==> config.mk <==
export PLATFORM = sky130hd
export DESIGN_NAME = ac_range_and_adc_control
export DESIGN_NICKNAME = d
export VERILOG_FILES = /design/src/acadc_pkg.sv /design/src/ac_range_and_adc_control.sv /design/src/sample_ticker.sv
export VERILOG_INCLUDE_DIRS = /design/src
export SDC_FILE = /design/constraint.sdc
export NUM_CORES = 1
export LEC_CHECK = 0
export BUFFER_PORTS_ARGS = -buffer_cell sky130_fd_sc_hd__buf_2
export CAP_MARGIN = 30
export CORE_UTILIZATION = 40
export CTS_BUF_LIST = sky130_fd_sc_hd__clkbuf_16
export DETAILED_ROUTE_END_ITERATION = 7
export GPL_TIMING_DRIVEN = 0
export HOLD_SLACK_MARGIN = 0.05
export PLACE_DENSITY = 0.59
export SYNTH_ARGS = -nofsm -noshare
export SYNTH_HDL_FRONTEND = slang
export SYNTH_SLANG_ARGS = --single-unit
==> constraint.sdc <==
create_clock -name CLK_SYS_IN -period 6 [get_ports CLK_SYS_IN]
set_input_delay 0.3 -clock CLK_SYS_IN [delete_from_list [all_inputs] [get_ports CLK_SYS_IN]]
set_output_delay 0.3 -clock CLK_SYS_IN [all_outputs]
set_load 0.01 [all_outputs]
==> src/acadc_params.svh <==
`ifndef ACADC_PARAMS_SVH
`define ACADC_PARAMS_SVH
`define CLK_PERIOD_NS      10
`define SAMPLE_INTERVAL_NS 2660
`define SAMPLE_CYCLES      (`SAMPLE_INTERVAL_NS / `CLK_PERIOD_NS)
`define DEFAULT_INTERVALS  1024
`define COMP_CODE_RESET    8'h80
`define COUNT_WIDTH        24
`define RANGE_WIDTH        3
`define FUNC_WIDTH         3
`define NUM_AC_V_RANGES    5
`define RANGE_100MV        0
`define RANGE_1V           1
`define RANGE_10V          2
`define RANGE_100V         3
`define RANGE_300V         4
`define GAIN_SW_RESET      5'h10
`endif

==> src/acadc_pkg.sv <==
package acadc_pkg;
  typedef enum logic [2:0] {
    FUNC_DCV,
    FUNC_ACV,
    FUNC_ACI,
    FUNC_FREQ,
    FUNC_PERIOD,
    FUNC_OTHER
  } func_e;
  typedef enum logic [1:0] {
    FILT_SLOW,
    FILT_MEDIUM,
    FILT_FAST
  } filter_e;
  typedef struct packed {
    logic atten_a;
    logic atten_b;
  } atten_s;
  typedef struct packed {
    logic one;
    logic two;
    logic three;
    logic four;
    logic five;
  } gain_sw_s;
endpackage : acadc_pkg

==> src/ac_range_and_adc_control.sv <==
// What this block does
// RULE1: drive two attenuator controls choosing x0.2 or x0.002 first stage.
// RULE2: per-range stage gains: low volt ranges x0.2, high x0.002, currents x0.2/x100.
// RULE3: second stage switch pattern: x1 bypass, x10 two+four, x100 two+three+five.
// RULE4: keep one compensation code per AC voltage range, apply on selection.
// RULE5: compensation is 8-bit, 256 steps, one or both capacitors by attenuator.
// RULE6: force DC amplifier to unity gain in all AC functions.
// RULE7: AC relay routes to input high for voltage, shunt sense for current.
// RULE8: three filter settings from two analog capacitors plus CPU filtering.
// RULE9: fast analog filter always while autoranging in AC functions.
// RULE10: slow analog filter only for slow or medium setting.
// RULE11: frequency and period pass one transition per zero crossing.
// RULE12: disable comparator during AC voltage and current measurement.
// RULE13: CPU ranges frequency/period from 10-bit conversion of AC level.
// RULE14: charge-balance loop runs always, trigger or not.
// RULE15: sample integrator comparator every 2.66 us, one decision per sample.
// RULE16: steer positive or negative reference to hold integrator mid level.
// RULE17: trigger clears slope counter to zero.
// RULE18: latch slope count at end of integration and hold it.
// RULE19: latched count is the upper result, CPU residue conversion the lower.
// RULE20: count up on positive steering, down on negative, over set intervals.
// RULE21: done flag set on latch, cleared by result read or new trigger.
`timescale 1ns/100ps
`include "acadc_params.svh"
module ac_range_and_adc_control #(
  parameter int COUNT_W  = `COUNT_WIDTH,
  parameter int NRANGES  = `NUM_AC_V_RANGES,
  parameter int SAMPLE_N = `SAMPLE_CYCLES
) (
  input  wire logic                     CLK_SYS_IN,
  input  wire logic                     NRST_IN,
  input  wire logic [`FUNC_WIDTH-1:0]   FUNCTION_IN,
  input  wire logic [`RANGE_WIDTH-1:0]  RANGE_IN,
  input  wire logic [1:0]               FILTER_IN,
  input  wire logic                     AUTORANGE_IN,
  input  wire logic                     COMP_WRITE_IN,
  input  wire logic [`RANGE_WIDTH-1:0]  COMP_WRITE_RANGE_IN,
  input  wire logic [7:0]               COMP_WRITE_CODE_IN,
  input  wire logic                     TRIGGER_IN,
  input  wire logic [15:0]              INTERVALS_IN,
  input  wire logic                     RESULT_READ_IN,
  input  wire logic                     INTEGRATOR_COMP_IN,
  input  wire logic                     ZERO_CROSS_COMP_IN,
  output logic                          ATTENUATOR_SELECT_A_OUT,
  output logic                          ATTENUATOR_SELECT_B_OUT,
  output logic                          GAIN_SWITCH_ONE_OUT,
  output logic                          GAIN_SWITCH_TWO_OUT,
  output logic                          GAIN_SWITCH_THREE_OUT,
  output logic                          GAIN_SWITCH_FOUR_OUT,
  output logic                          GAIN_SWITCH_FIVE_OUT,
  output logic [7:0]                    COMPENSATION_CODE_OUT,
  output logic                          EXTRA_COMP_ENABLE_OUT,
  output logic                          DC_AMP_UNITY_OUT,
  output logic                          AC_INPUT_ROUTE_RELAY_OUT,
  output logic                          SLOW_AVERAGE_ENABLE_OUT,
  output logic                          COMPARATOR_DISABLE_OUT,
  output logic                          ZERO_CROSS_PULSE_OUT,
  output logic                          STEER_POSITIVE_OUT,
  output logic                          STEER_NEGATIVE_OUT,
  output logic [COUNT_W-1:0]            SLOPE_COUNT_OUT,
  output logic                          CONVERSION_DONE_OUT,
  output logic                          BUSY_OUT
);

  if (COUNT_W < 17 || NRANGES < 1 || NRANGES > (1 << `RANGE_WIDTH)) begin : g_bad_params
    $error("ac_range_and_adc_control parameters out of range");
  end

  // ----------------------------------------------------------------
  // input synchronisers
  // ----------------------------------------------------------------
  logic [1:0] int_comp_sync;
  logic [1:0] zc_sync;
  always_ff @(posedge CLK_SYS_IN or negedge NRST_IN) begin
    if (!NRST_IN) begin
      int_comp_sync <= 2'h0;
      zc_sync       <= 2'h0;
    end else begin
      int_comp_sync <= {int_comp_sync[0], INTEGRATOR_COMP_IN};
      zc_sync       <= {zc_sync[0], ZERO_CROSS_COMP_IN};
    end
  end
  wire int_comp = int_comp_sync[1];
  wire zc_level = zc_sync[1];

  // ----------------------------------------------------------------
  // function and range decode
  // ----------------------------------------------------------------
  acadc_pkg::func_e func;
  assign func = acadc_pkg::func_e'(FUNCTION_IN);
  wire is_acv    = (func == acadc_pkg::FUNC_ACV);
  wire is_aci    = (func == acadc_pkg::FUNC_ACI);
  wire is_fp     = (func == acadc_pkg::FUNC_FREQ) || (func == acadc_pkg::FUNC_PERIOD);
  wire is_ac_fn  = is_acv || is_aci || is_fp;
  wire is_v_path = is_acv || is_fp;
  // voltage ranges 0..4: 100 mV, 1 V, 10 V, 100 V, 300 V
  wire high_atten = is_v_path && (RANGE_IN >= `RANGE_WIDTH'(`RANGE_100V)); // [RULE2]
  typedef enum logic [1:0] {
    G_X1,
    G_X10,
    G_X100
  } gain_e;
  gain_e gain;
  always_comb begin
    gain = G_X100;
    if (is_v_path) begin
      case (RANGE_IN)
        `RANGE_WIDTH'(`RANGE_100MV): gain = G_X100;
        `RANGE_WIDTH'(`RANGE_1V):    gain = G_X10;
        `RANGE_WIDTH'(`RANGE_10V):   gain = G_X1;
        `RANGE_WIDTH'(`RANGE_100V):  gain = G_X10;
        `RANGE_WIDTH'(`RANGE_300V):  gain = G_X1;
        default:                     gain = G_X1;
      endcase
    end
  end // [RULE2]
  acadc_pkg::gain_sw_s gsw;
  always_comb begin
    gsw = '0;
    case (gain)
      G_X1:    gsw.one = 1'b1;
      G_X10:   begin
        gsw.two  = 1'b1;
        gsw.four = 1'b1;
      end
      G_X100:  begin
        gsw.two   = 1'b1;
        gsw.three = 1'b1;
        gsw.five  = 1'b1;
      end
      default: gsw = '0;
    endcase
  end // [RULE3]
  acadc_pkg::atten_s att;
  assign att.atten_a = !high_atten; // [RULE1]
  assign att.atten_b = high_atten; // [RULE1]

  // ----------------------------------------------------------------
  // compensation store
  // ----------------------------------------------------------------
  logic [7:0] comp_mem [NRANGES];
  genvar gi;
  generate
    for (gi = 0; gi < NRANGES; gi++) begin : g_comp
      always_ff @(posedge CLK_SYS_IN or negedge NRST_IN) begin
        if (!NRST_IN) begin
          comp_mem[gi] <= `COMP_CODE_RESET;
        end else if (COMP_WRITE_IN && COMP_WRITE_RANGE_IN == `RANGE_WIDTH'(gi)) begin
          comp_mem[gi] <= COMP_WRITE_CODE_IN; // [RULE4]
        end
      end
    end
  endgenerate
  wire        range_ok  = (RANGE_IN < `RANGE_WIDTH'(NRANGES));
  wire [7:0]  comp_sel  = (is_v_path && range_ok) ? comp_mem[RANGE_IN] : 8'h00; // [RULE4] [RULE5]

  // ----------------------------------------------------------------
  // filter and comparator control
  // ----------------------------------------------------------------
  acadc_pkg::filter_e filt;
  assign filt = acadc_pkg::filter_e'(FILTER_IN);
  wire slow_req  = (filt == acadc_pkg::FILT_SLOW) || (filt == acadc_pkg::FILT_MEDIUM); // [RULE10]
  wire slow_on   = is_ac_fn && slow_req && !AUTORANGE_IN; // [RULE8] [RULE9]
  wire comp_dis  = !is_fp; // [RULE12]
  wire zc_pulse  = is_fp && zc_level; // [RULE11]

  // ----------------------------------------------------------------
  // switch pattern registers
  // ----------------------------------------------------------------
  always_ff @(posedge CLK_SYS_IN or negedge NRST_IN) begin
    if (!NRST_IN) begin
      ATTENUATOR_SELECT_A_OUT  <= 1'b1;
      ATTENUATOR_SELECT_B_OUT  <= 1'b0;
      {GAIN_SWITCH_ONE_OUT, GAIN_SWITCH_TWO_OUT, GAIN_SWITCH_THREE_OUT,
       GAIN_SWITCH_FOUR_OUT, GAIN_SWITCH_FIVE_OUT} <= `GAIN_SW_RESET;
    end else begin
      ATTENUATOR_SELECT_A_OUT  <= att.atten_a; // [RULE1]
      ATTENUATOR_SELECT_B_OUT  <= att.atten_b; // [RULE1]
      {GAIN_SWITCH_ONE_OUT, GAIN_SWITCH_TWO_OUT, GAIN_SWITCH_THREE_OUT,
       GAIN_SWITCH_FOUR_OUT, GAIN_SWITCH_FIVE_OUT} <= gsw; // [RULE3]
    end
  end

  // ----------------------------------------------------------------
  // compensation registers
  // ----------------------------------------------------------------
  always_ff @(posedge CLK_SYS_IN or negedge NRST_IN) begin
    if (!NRST_IN) begin
      COMPENSATION_CODE_OUT    <= 8'h00;
      EXTRA_COMP_ENABLE_OUT    <= 1'b0;
    end else begin
      COMPENSATION_CODE_OUT    <= comp_sel; // [RULE4]
      EXTRA_COMP_ENABLE_OUT    <= high_atten; // [RULE5]
    end
  end

  // ----------------------------------------------------------------
  // routing and filter registers
  // ----------------------------------------------------------------
  always_ff @(posedge CLK_SYS_IN or negedge NRST_IN) begin
    if (!NRST_IN) begin
      DC_AMP_UNITY_OUT         <= 1'b0;
      AC_INPUT_ROUTE_RELAY_OUT <= 1'b0;
      SLOW_AVERAGE_ENABLE_OUT  <= 1'b0;
    end else begin
      DC_AMP_UNITY_OUT         <= is_ac_fn; // [RULE6]
      AC_INPUT_ROUTE_RELAY_OUT <= is_aci; // [RULE7]
      SLOW_AVERAGE_ENABLE_OUT  <= slow_on; // [RULE8]
    end
  end

  // ----------------------------------------------------------------
  // zero cross comparator registers
  // ----------------------------------------------------------------
  always_ff @(posedge CLK_SYS_IN or negedge NRST_IN) begin
    if (!NRST_IN) begin
      COMPARATOR_DISABLE_OUT   <= 1'b1;
      ZERO_CROSS_PULSE_OUT     <= 1'b0;
    end else begin
      COMPARATOR_DISABLE_OUT   <= comp_dis; // [RULE12]
      ZERO_CROSS_PULSE_OUT     <= zc_pulse; // [RULE11]
    end
  end

  // ----------------------------------------------------------------
  // charge balance converter
  // ----------------------------------------------------------------
  logic tick;
  sample_ticker #(
    .PERIOD (SAMPLE_N)
  ) u_ticker (
    .clk_in   (CLK_SYS_IN),
    .nrst_in  (NRST_IN),
    .tick_out (tick)
  ); // [RULE15] [RULE14]

  typedef enum logic {
    S_IDLE,
    S_INTEG
  } adc_state_e;
  adc_state_e         state;
  adc_state_e         next_state;
  logic [COUNT_W-1:0] slope_cnt;
  logic [15:0]        intervals_left;
  logic               done;
  // high comparator means integrator above midpoint: pull down
  wire                steer_pos = !int_comp; // [RULE16]
  wire                last_int  = tick && (intervals_left == 16'h0001);
  wire [15:0]         n_int     = (INTERVALS_IN == 16'h0000) ? 16'(`DEFAULT_INTERVALS)
                                                             : INTERVALS_IN;
  wire [COUNT_W-1:0]  step_cnt  = steer_pos ? slope_cnt + COUNT_W'(1)
                                            : slope_cnt - COUNT_W'(1); // [RULE20]
  always_comb begin
    next_state = state;
    case (state)
      S_IDLE:  if (TRIGGER_IN) next_state = S_INTEG;
      S_INTEG: if (last_int && !TRIGGER_IN) next_state = S_IDLE; // [RULE17]
      default: next_state = S_IDLE;
    endcase
  end

  always_ff @(posedge CLK_SYS_IN or negedge NRST_IN) begin
    if (!NRST_IN) begin
      STEER_POSITIVE_OUT <= 1'b0;
      STEER_NEGATIVE_OUT <= 1'b0;
    end else if (tick) begin
      STEER_POSITIVE_OUT <= steer_pos; // [RULE14] [RULE16]
      STEER_NEGATIVE_OUT <= !steer_pos;
    end
  end

  always_ff @(posedge CLK_SYS_IN or negedge NRST_IN) begin
    if (!NRST_IN) begin
      state          <= S_IDLE;
      slope_cnt      <= '0;
      intervals_left <= 16'h0000;
    end else begin
      state <= next_state;
      if (TRIGGER_IN) begin
        slope_cnt      <= '0; // [RULE17]
        intervals_left <= n_int;
      end else if (state == S_INTEG && tick) begin
        slope_cnt      <= step_cnt; // [RULE20]
        intervals_left <= intervals_left - 16'h0001;
      end
    end
  end

  always_ff @(posedge CLK_SYS_IN or negedge NRST_IN) begin
    if (!NRST_IN) begin
      SLOPE_COUNT_OUT <= '0;
      done            <= 1'b0;
    end else begin
      if (state == S_INTEG && last_int && !TRIGGER_IN) begin
        SLOPE_COUNT_OUT <= step_cnt; // [RULE18] [RULE19]
        done            <= 1'b1; // [RULE21]
      end else if (RESULT_READ_IN || TRIGGER_IN) begin
        done            <= 1'b0; // [RULE21]
      end
    end
  end
  assign CONVERSION_DONE_OUT = done;

  always_ff @(posedge CLK_SYS_IN or negedge NRST_IN) begin
    if (!NRST_IN) begin
      BUSY_OUT <= 1'b0;
    end else begin
      BUSY_OUT <= (next_state == S_INTEG);
    end
  end

endmodule : ac_range_and_adc_control

==> src/sample_ticker.sv <==
`timescale 1ns/100ps
`include "acadc_params.svh"
module sample_ticker #(
  parameter int PERIOD = `SAMPLE_CYCLES
) (
  input  wire logic clk_in,
  input  wire logic nrst_in,
  output logic      tick_out
);
  if (PERIOD < 2) begin : g_bad_period
    $error("sample_ticker period too small");
  end
  localparam int W = $clog2(PERIOD);
  logic [W-1:0] cnt;
  wire          wrap = (cnt == W'(PERIOD - 1));
  always_ff @(posedge clk_in or negedge nrst_in) begin
    if (!nrst_in) begin
      cnt      <= '0;
      tick_out <= 1'b0;
    end else begin
      cnt      <= wrap ? '0 : cnt + W'(1);
      tick_out <= wrap;
    end
  end
endmodule : sample_ticker

======== Word-level counts from Yosys, hierarchy flattened ========
Index checks and enable logic that the tools add are counted.
storage, ports and cells
  register bits ........................... 141
  input bits .............................. 43
  output and inout bits ................... 49
  logic and storage cells ................. 109
cells by class
  $add $sub $neg .......................... 4
  order comparisons ....................... 3
  equality and inequality tests ........... 15
  multiplexer cells ....................... 22
  bitwise logic cells ..................... 2
  reduce and logical (&&, ||, !) cells .... 35
operators with widths
  kind                                                                  count
  24-bit 2-to-1 mux                                                     3
  16-bit 2-to-1 mux                                                     3
  24-bit by 1-bit adder with 24-bit output, second input constant       1
  8-bit binary-select mux with 3-bit select                             1
  8-bit 2-to-1 mux                                                      3
  24-bit by 1-bit subtractor with 24-bit output, second input constant  1
  16-bit by 1-bit == test with 1-bit output, second input constant      1
  16-bit zero test                                                      1
  16-bit by 1-bit subtractor with 16-bit output, second input constant  1
  3-bit by 2-bit == test with 1-bit output, second input constant       5
  1-bit logical AND                                                     15
  9-bit by 1-bit adder with 9-bit output, second input constant         1
  3-bit by 1-bit == test with 1-bit output, second input constant       3
  9-bit == test, second input constant                                  1
  9-bit 2-to-1 mux                                                      1
  1-bit 2-to-1 mux                                                      8
  3-bit == test, second input constant                                  2
  3-bit zero test                                                       2
  1-bit logical OR                                                      6
  1-bit zero test                                                       5
  2-bit by 1-bit == test with 1-bit output, second input constant       2
  4-bit greater-or-equal comparator, second input constant              1
  2-bit zero test                                                       2
  3-bit NOT with 4-bit output                                           1
  9 further kinds                                                       11

======== Depth between registers and ports, before layout ========
Gate-level depths: netlist of the first run.
  depth after elaboration ................. 7
  depth in mapped cells ................... 10
  gate-level depth less buffers ........... 9

======== Modules after synthesis ========
Synthesis of the first run repeated with hierarchy kept, for this count alone.
second synthesis, totals
  cells, all modules ...................... 717
  area, all modules ....................... 7340.8 um^2
by module, submodules not included
  module                    instances  cells each  area an instance (um^2)  sequential area each (um^2)
  ac_range_and_adc_control  1          679         6874.1                   3288.2
  sample_ticker             1          38          466.7                    250.2

======== Worst setup path before layout of the first run ========
OpenSTA, ideal clock, no wires.
  path kind ............................... reg-to-reg
  start ................................... reg int_comp_sync[1]
  end ..................................... reg SLOPE_COUNT_OUT[23]
  setup time .............................. 0.125 ns
  data arrival time ....................... 2.801 ns
  required time ........................... 5.875 ns
  setup slack ............................. 3.074 ns
  stages on the path, launching flop included .. 11
  path buffers ............................ 1
  clock period less this slack ............ 2.926 ns
  cell sequence ........................... dfrtp_1 ha_1 clkbuf_1 a21o_1 o21ba_2 o31ai_1 a221oi_1 o41ai_2 xor2_1 xor2_1 mux2_2
between the ends
  longest elaborated chain between the ends .. 1
ends and longest elaborated chain
  element                   line                             text
  start: declaration        ac_range_and_adc_control.sv:72   logic [1:0] int_comp_sync;
  start signal: assignment  ac_range_and_adc_control.sv:79   int_comp_sync <= {int_comp_sync[0], INTEGRATOR_COMP_IN};
  24-bit 2-to-1 mux         ac_range_and_adc_control.sv:251  wire [COUNT_W-1:0] step_cnt = steer_pos ? slope_cnt + COUNT_W'(1)
  end signal: assignment    ac_range_and_adc_control.sv:295  SLOPE_COUNT_OUT <= step_cnt;
  end: declaration          ac_range_and_adc_control.sv:60   output logic [COUNT_W-1:0] SLOPE_COUNT_OUT,
Every way passes these cells.
A chain may end at the register's enable or synchronous reset.

======== Worst setup path in the final report of the first run ========
  start ................................... reg int_comp_sync[1]
  end ..................................... reg SLOPE_COUNT_OUT[22]
Same word-level chain as after synthesis.

==> results of run 1 <==
==> kinds of logic after synthesis <==
kind of cell / Yosys count / synth area share
AO/OA/AOI/OAI: 146 / 0.127
XOR/XNOR: 34 / 0.0424
adder cells (fa/ha/maj): 30 / 0.0545
buffers and inverters: 41 / 0.0233
flip-flops: 141 / 0.504
multiplexers: 61 / 0.110
AND/OR/NAND/NOR: 204 / 0.139
==> Yosys cell counts, drive strengths merged, types with 3 or more instances <==
cell type	instances	area share
ha	29	0.052
a22o	5	0.0062
a21o	7	0.0075
dfrtp	133	0.47
and2	4	0.0036
buf	6	0.0046
nor3	8	0.0057
o32ai	3	0.0037
nor4bb	3	0.0043
xor2	13	0.016
o22ai	10	0.0089
nand2	71	0.038
a31oi	4	0.0036
and3	3	0.0027
a21oi	55	0.040
xnor2	21	0.026
nand4	6	0.0053
inv	15	0.0080
nor2b	5	0.0045
nor4	9	0.010
nor2	62	0.033
o21a	3	0.0032
or2	6	0.0053
mux2	51	0.082
o21ai	38	0.027
dfstp	8	0.030
clkbuf	20	0.011
mux4	8	0.026
nand3	15	0.011
==> stage by stage <==
stage	worst slack, ns	util	hold WS [ns]	total power [W]	area, µm²
after global placement	2.52	0.450	0.334	0.00135	7750
final	2.73	0.492	0.0782	0.00242	8470
after global routing	2.53	0.492	0.0682	0.00252	8470
after CTS	2.72	0.492	0.0623	0.00245	8470
after floorplan	3.07	-	0.00441	0.00127	7020
after detailed placement	2.78	0.454	0.353	0.00137	7830
==> power by group <==
part / internal, W / switching, W / leakage (nW)
combinational: 0.000135 / 0.000137 / 1.84
clock: 0.000596 / 0.000464 / 0.297
sequential: 0.00104 / 0.0000479 / 1.81
total: 0.00177 / 0.000649 / 3.94
==> area by class of cell <==
type                       count  area [µm²]  area share
clock buffer                  17         425      0.0502
buffer                        26         108      0.0127
clock inverter                15         166      0.0196
sequential                   141        3540       0.418
tap                          225         282      0.0332
timing repair buffer          99         577      0.0681
multi-input combinational    475        3320       0.392
inverter                      15        56.3     0.00665
==> sequential cells by signal (all words and copies together) (netlist names), 2 cells and up <==
name	flops
comp_mem	40
SLOPE_COUNT_OUT	24
slope_cnt	24
intervals_left	16
u_ticker.cnt	9
COMPENSATION_CODE_OUT	8
int_comp_sync	2
zc_sync	2
==> cells in the final DEF, fill, tap and decap left out, types with 8 or more instances in the layout <==
cell       synthesis  routed
dfrtp_1          133     133
buf_2              2      91
nand2_1           70      70
nor2_1            62      62
a21oi_1           54      54
mux2_2            51      51
o21ai_0           37      37
ha_1              29      29
xnor2_1           21      21
clkbuf_1          20      20
clkbuf_16          0      17
inv_1             15      15
nand3_1           15      15
xor2_1            13      13
o22ai_1           10      10
dfstp_2            8       8
nor3_1             8       8
mux4_2             8       8
nor4_1             8       8
==> repair_timing <==
action / 4_1_cts / 5_1_grt
hold buffers: 5 / 0
hold endpoints to repair: 65 / 0
setup endpoints to repair: 0 / 0
resized for setup: 0 / 0
==> critical path, cell delays in order, from the launching register on <==
cell	delay, ns
dfrtp_1	0.56
buf_16	0.25
fa_1	0.47
a21oi_1	0.19
o21ai_0	0.15
o21ai_1	0.31
o22ai_1	0.21
or2_2	0.36
a41oi_1	0.29
xor2_1	0.22
o21ai_0	0.11
==> layer usage <==
layer / up-vias / wire length, µm / GRT usage
met5: - / 0 / 0
met4: 0 / 319 / 0.0849
met3: 29 / 620 / 0.0402
met2: 120 / 8140 / 0.318
met1: 2650 / 7420 / 0.252
li1: 2596 / - / -
==> final timing paths <==
| check | depth (start not counted) | endpoint | slack, ns |
|---|---|---|---|
| hold / removal | 2 | AC_INPUT_ROUTE_RELAY_OUT | 0.08 |
| min in group asynchronous | 2 | slope_cnt[20] | 0.45 |
| setup / recovery | 10 | SLOPE_COUNT_OUT[22] | 2.73 |
| hold reg to reg | 0 | zc_sync[1] | 0.37 |
| setup reg to reg | 10 | SLOPE_COUNT_OUT[22] | 2.73 |
| max in group asynchronous | 3 | comp_mem[7] | 4.72 |
==> results.toml, run 1 <==
[synthesis]
ys.flop_type = "dfrtp_1"
synth_edf_count = 0
syn-cell-area_um2 = 7020
postSynth.asyncResetShare = 1.00
ys_seq_elements = 141
synth.distinct_cells = 62
syn-instance-count = 657
ys_warn_count = 0
ys_seq_area_frac = 0.504
syn-num-nets = 730
syn_area_per_cell_um2 = 10.7

[cells_and_area]
drive_gt1_frac = 0.270
nFillCells = 1580
syn_to_final_growth_pct = 20.6
layout.cells.non_filler = 1013
antenna_cells = 0
fin_nets = 848

[routing]
drcViolationCount = 0
wirelength_um = 16500
drtAntennaViolNets = 0
wl_per_cell_um = 16.3
drt_pass1_iterations = 4
via_per_inst = 5.33
drt_iter0_drc = 249
num_vias = 5395

[pwr]
p_leak_nw = 3.94
irDropWorstVdd_v = 0.000221
power_per_cell_area_nw_per_um2 = 285

[clock_network]
clkLatencyLatePin_ns = 0.43
clkTransAtPathRegs_ns = 0.06
cts_buffers = 17
cts_setup_buffers = 0
ctsHtreeMaxLevel = 4
cts_tree = "built"
clockBufferDepth = 2
clock_sinks = 141
cts_root_buf = "clkbuf_16"

[worst_setup_path]
cp_max_fo = 17
cp.required_ns = 6.30
r2r-start = "int_comp_sync[1]"
critPathArrivalTime_ns = 3.57
start_kind = "flop"
setup.worst_path.start = "int_comp_sync[1]"
worstSetupEndpointType = "flop"
crit_type = "flop to flop"

[sta]
setup_violations = 0
rsz0062_at_grt = "false"
fin_crit_sh = 0.546
fin_crit_ns = 3.27
final-hold-violation-count = 0
fmax_mhz = 306
finalClockSkew_ns = 0.00812
tightest_slew_ns = 0.787
slew_viol_final = 0
worst_slew_margin_rel = 0.468
setup_tns_ns = 0

[placed_design]
placed_cells = 976
gp_congestion = 0.893
hpwlAfterDp_um = 11800
numPortBuffers = 90

[outcome]
status = "finished, final reports clean"

[die]
core-area_um2 = 17200
rows = 48
dieHeight_um = 135
die-area_um2 = 18100
die_w_um = 135
io_pins = 92
start_util = 0.407

[grt]
grt_pass1_vias = 5430
grt_use_total = 0.195
grt_max_degree = 76
grt_remaining_overflow = 0
grt_pass1_wl_um = 27400
antenna_found_initial = 0

[worst_hold_path]
hold_path_startpoint = "FUNCTION_IN[0]"
hold_class = "primary input to flop"

[run]
cap_violations = 0
Power figures use the tool's default switching activity.
==> run 2: changes to the inputs <==
--- a/config.mk
+++ b/config.mk
@@ -13,7 +13,7 @@
 export DETAILED_ROUTE_END_ITERATION = 7
 export GPL_TIMING_DRIVEN = 0
 export HOLD_SLACK_MARGIN = 0.05
-export PLACE_DENSITY = 0.59
+export PLACE_DENSITY = 0.61
 export SYNTH_ARGS = -nofsm -noshare
 export SYNTH_HDL_FRONTEND = slang
 export SYNTH_SLANG_ARGS = --single-unit
==> constraint.sdc (replaced) <==
create_clock -name CLK_SYS_IN -period 2.8 [get_ports CLK_SYS_IN]
set_input_delay 0.14 -clock CLK_SYS_IN [delete_from_list [all_inputs] [get_ports CLK_SYS_IN]]
set_output_delay 0.14 -clock CLK_SYS_IN [all_outputs]
set_load 0.01 [all_outputs]
==> run 2 against run 1 <==
  * Flip-flop and latch count unchanged
  * Sequential share of layout area down 2.3 points
  * Highest routed layer unchanged
  * Critical path type unchanged
  * Critical path depth unchanged
  * Worst hold slack worse by 0.012 ns
  * Cell count up 2.9%
  * Largest power group unchanged
  * Register-to-register slack worse by 2.7 ns
  * Maximum frequency up 19%
==> results.toml, run 2 (synthesis results as in run 1) <==
[routing]
drtAntennaViolNets = 0
wl_per_cell_um = 16.3
wirelength_um = 17000
drcViolationCount = 0
via_per_inst = 5.39
num_vias = 5615
drt_iter0_drc = 328
drt_pass1_iterations = 5

[worst_hold_path]
hold_class = "primary input to flop"
hold_path_startpoint = "INTERVALS_IN[11]"

[sta]
slew_viol_final = 0
fin_crit_sh = 0.982
rsz0062_at_grt = "true"
fin_crit_ns = 2.75
setup_tns_ns = 0
layout_setup_ws_ns = 0.0516
worst_slew_margin_rel = 0.470
tightest_slew_ns = 0.785
fmax_mhz = 364
finalClockSkew_ns = 0.00630
final-hold-violation-count = 0
setup_violations = 0

[worst_setup_path]
critPathArrivalTime_ns = 3.11
cpPeakStageDelay_ns = 0.51
crit_chain = "buf_4 > ha_1 > a21o_1 > nand4_1 > and3_4 > o21a_2 > o41ai_4 > xor2_2 > xor2_1 > mux2_2"
crit_type = "flop to flop"
cp_max_fo = 7
cpMaxStageDelayCell = "dfrtp_4"
worstSetupEndpointType = "flop"
cp.required_ns = 3.16
r2r-start = "int_comp_sync[1]"
setup.worst_path.start = "int_comp_sync[1]"
start_kind = "flop"

[die]
core-area_um2 = 17200
dieHeight_um = 135
die-area_um2 = 18100
start_util = 0.407
rows = 48
io_pins = 92
die_w_um = 135

[clock_network]
clkTransAtPathRegs_ns = 0.06
clkLatencyLatePin_ns = 0.42
ctsHtreeMaxLevel = 4
clockBufferDepth = 2
cts_tree = "built"
cts_buffers = 17
clock_sinks = 141
cts_root_buf = "clkbuf_16"

[grt]
antenna_found_initial = 0
grt_pass1_wl_um = 28400
grt_max_degree = 93
grt_pass1_vias = 5653
grt_use_total = 0.202
grt_remaining_overflow = 0

[cells_and_area]
largest_register_ffs = 40
reg_top3 = "comp_mem: 40 flops, SLOPE_COUNT_OUT: 24 flops, slope_cnt: 24 flops"
regMostFlops = "comp_mem"
mostFrequentLayoutCells = "dfrtp_1, buf_2, nand2_1, nor2_1, mux2_2"
antenna_cells = 0
nFillCells = 1532
layout_commonest_cell = "dfrtp_1"
fin_nets = 877
syn_to_final_growth_pct = 27.9
drive_gt1_frac = 0.304

[outcome]
status = "finished, final reports clean"

[pwr]
irDropWorstVdd_v = 0.000449
p_leak_nw = 4.07
power_per_cell_area_nw_per_um2 = 569
power_w = 0.00512

[placed_design]
gp_congestion = 0.876
hpwlAfterDp_um = 11700
numPortBuffers = 90
dp_slack_ns = -0.346

[run]
cap_violations = 0
run 2: timing repair:
item	4_1_cts	5_1_grt
pin swaps	7	4
endpoints found under the hold margin	111	0
gates resized for setup	30	9
hold buffers	31	0
endpoints found under the setup margin	12	14
buffers inserted	5	1
run 2: where the power goes:
part	switching (W)	internal [W]	total [W]
sequential	0.0000974	0.00223	0.00232
clock	0.000921	0.00123	0.00216
combinational	0.000311	0.000326	0.000637
total	0.00133	0.00379	0.00512
run 2: through the flow:
| stage | instances | hold slack (ns) | util | cell area (µm²) |
|---|---|---|---|---|
| after floorplan | 657 | -0.156 | - | 7020 |
| after global placement | 972 | 0.249 | 0.450 | 7760 |
| after detailed placement | 975 | 0.127 | 0.453 | 7800 |
| after CTS | 1041 | 0.0574 | 0.518 | 8920 |
| after global routing | 1042 | 0.0708 | 0.521 | 8980 |
| final | 1042 | 0.0658 | 0.521 | 8980 |
run 2: worst max-delay path: cells and delay by family, from the launching register on:
kind	cells	cell delay [ns]
AOI/OAI and AO/OA	3	0.64
xor gates and xnor gates	2	0.51
adders and majority gates	1	0.30
buffers and inverters	1	0.21
DFF	1	0.51
muxes	1	0.21
and+or+nand+nor	2	0.30
run 2: final cells by class:
type,instances,area [µm²],area share
buffer,24,100,0.0111
clock buffer,17,425,0.0473
clock inverter,15,138,0.0153
inverter,15,56.3,0.00627
multi-input combinational,475,3570,0.397
sequential,141,3540,0.394
tap,225,282,0.0313
timing repair buffer,130,871,0.0969
run 2: worst paths after layout:
check	cells past startpoint	end	slack (ns)
worst min register to register	0	int_comp_sync[1]	0.36
worst max-delay path	10	SLOPE_COUNT_OUT[23]	0.05
max in group asynchronous	3	COMPARATOR_DISABLE_OUT	1.73
worst min-delay path	3	intervals_left[11]	0.07
worst max register to register	10	SLOPE_COUNT_OUT[23]	0.05
min in group asynchronous	2	slope_cnt[19]	0.23
run 2: routing by layer:
| metal | vias up | part of all wire | track usage | routed length, µm |
|---|---|---|---|---|
| met5 | - | 0 | 0 | 0 |
| met4 | 0 | 0.014 | 0.0674 | 234 |
| met3 | 18 | 0.036 | 0.0413 | 616 |
| met2 | 113 | 0.49 | 0.332 | 8280 |
| met1 | 2836 | 0.46 | 0.266 | 7850 |
| li1 | 2648 | - | - | - |
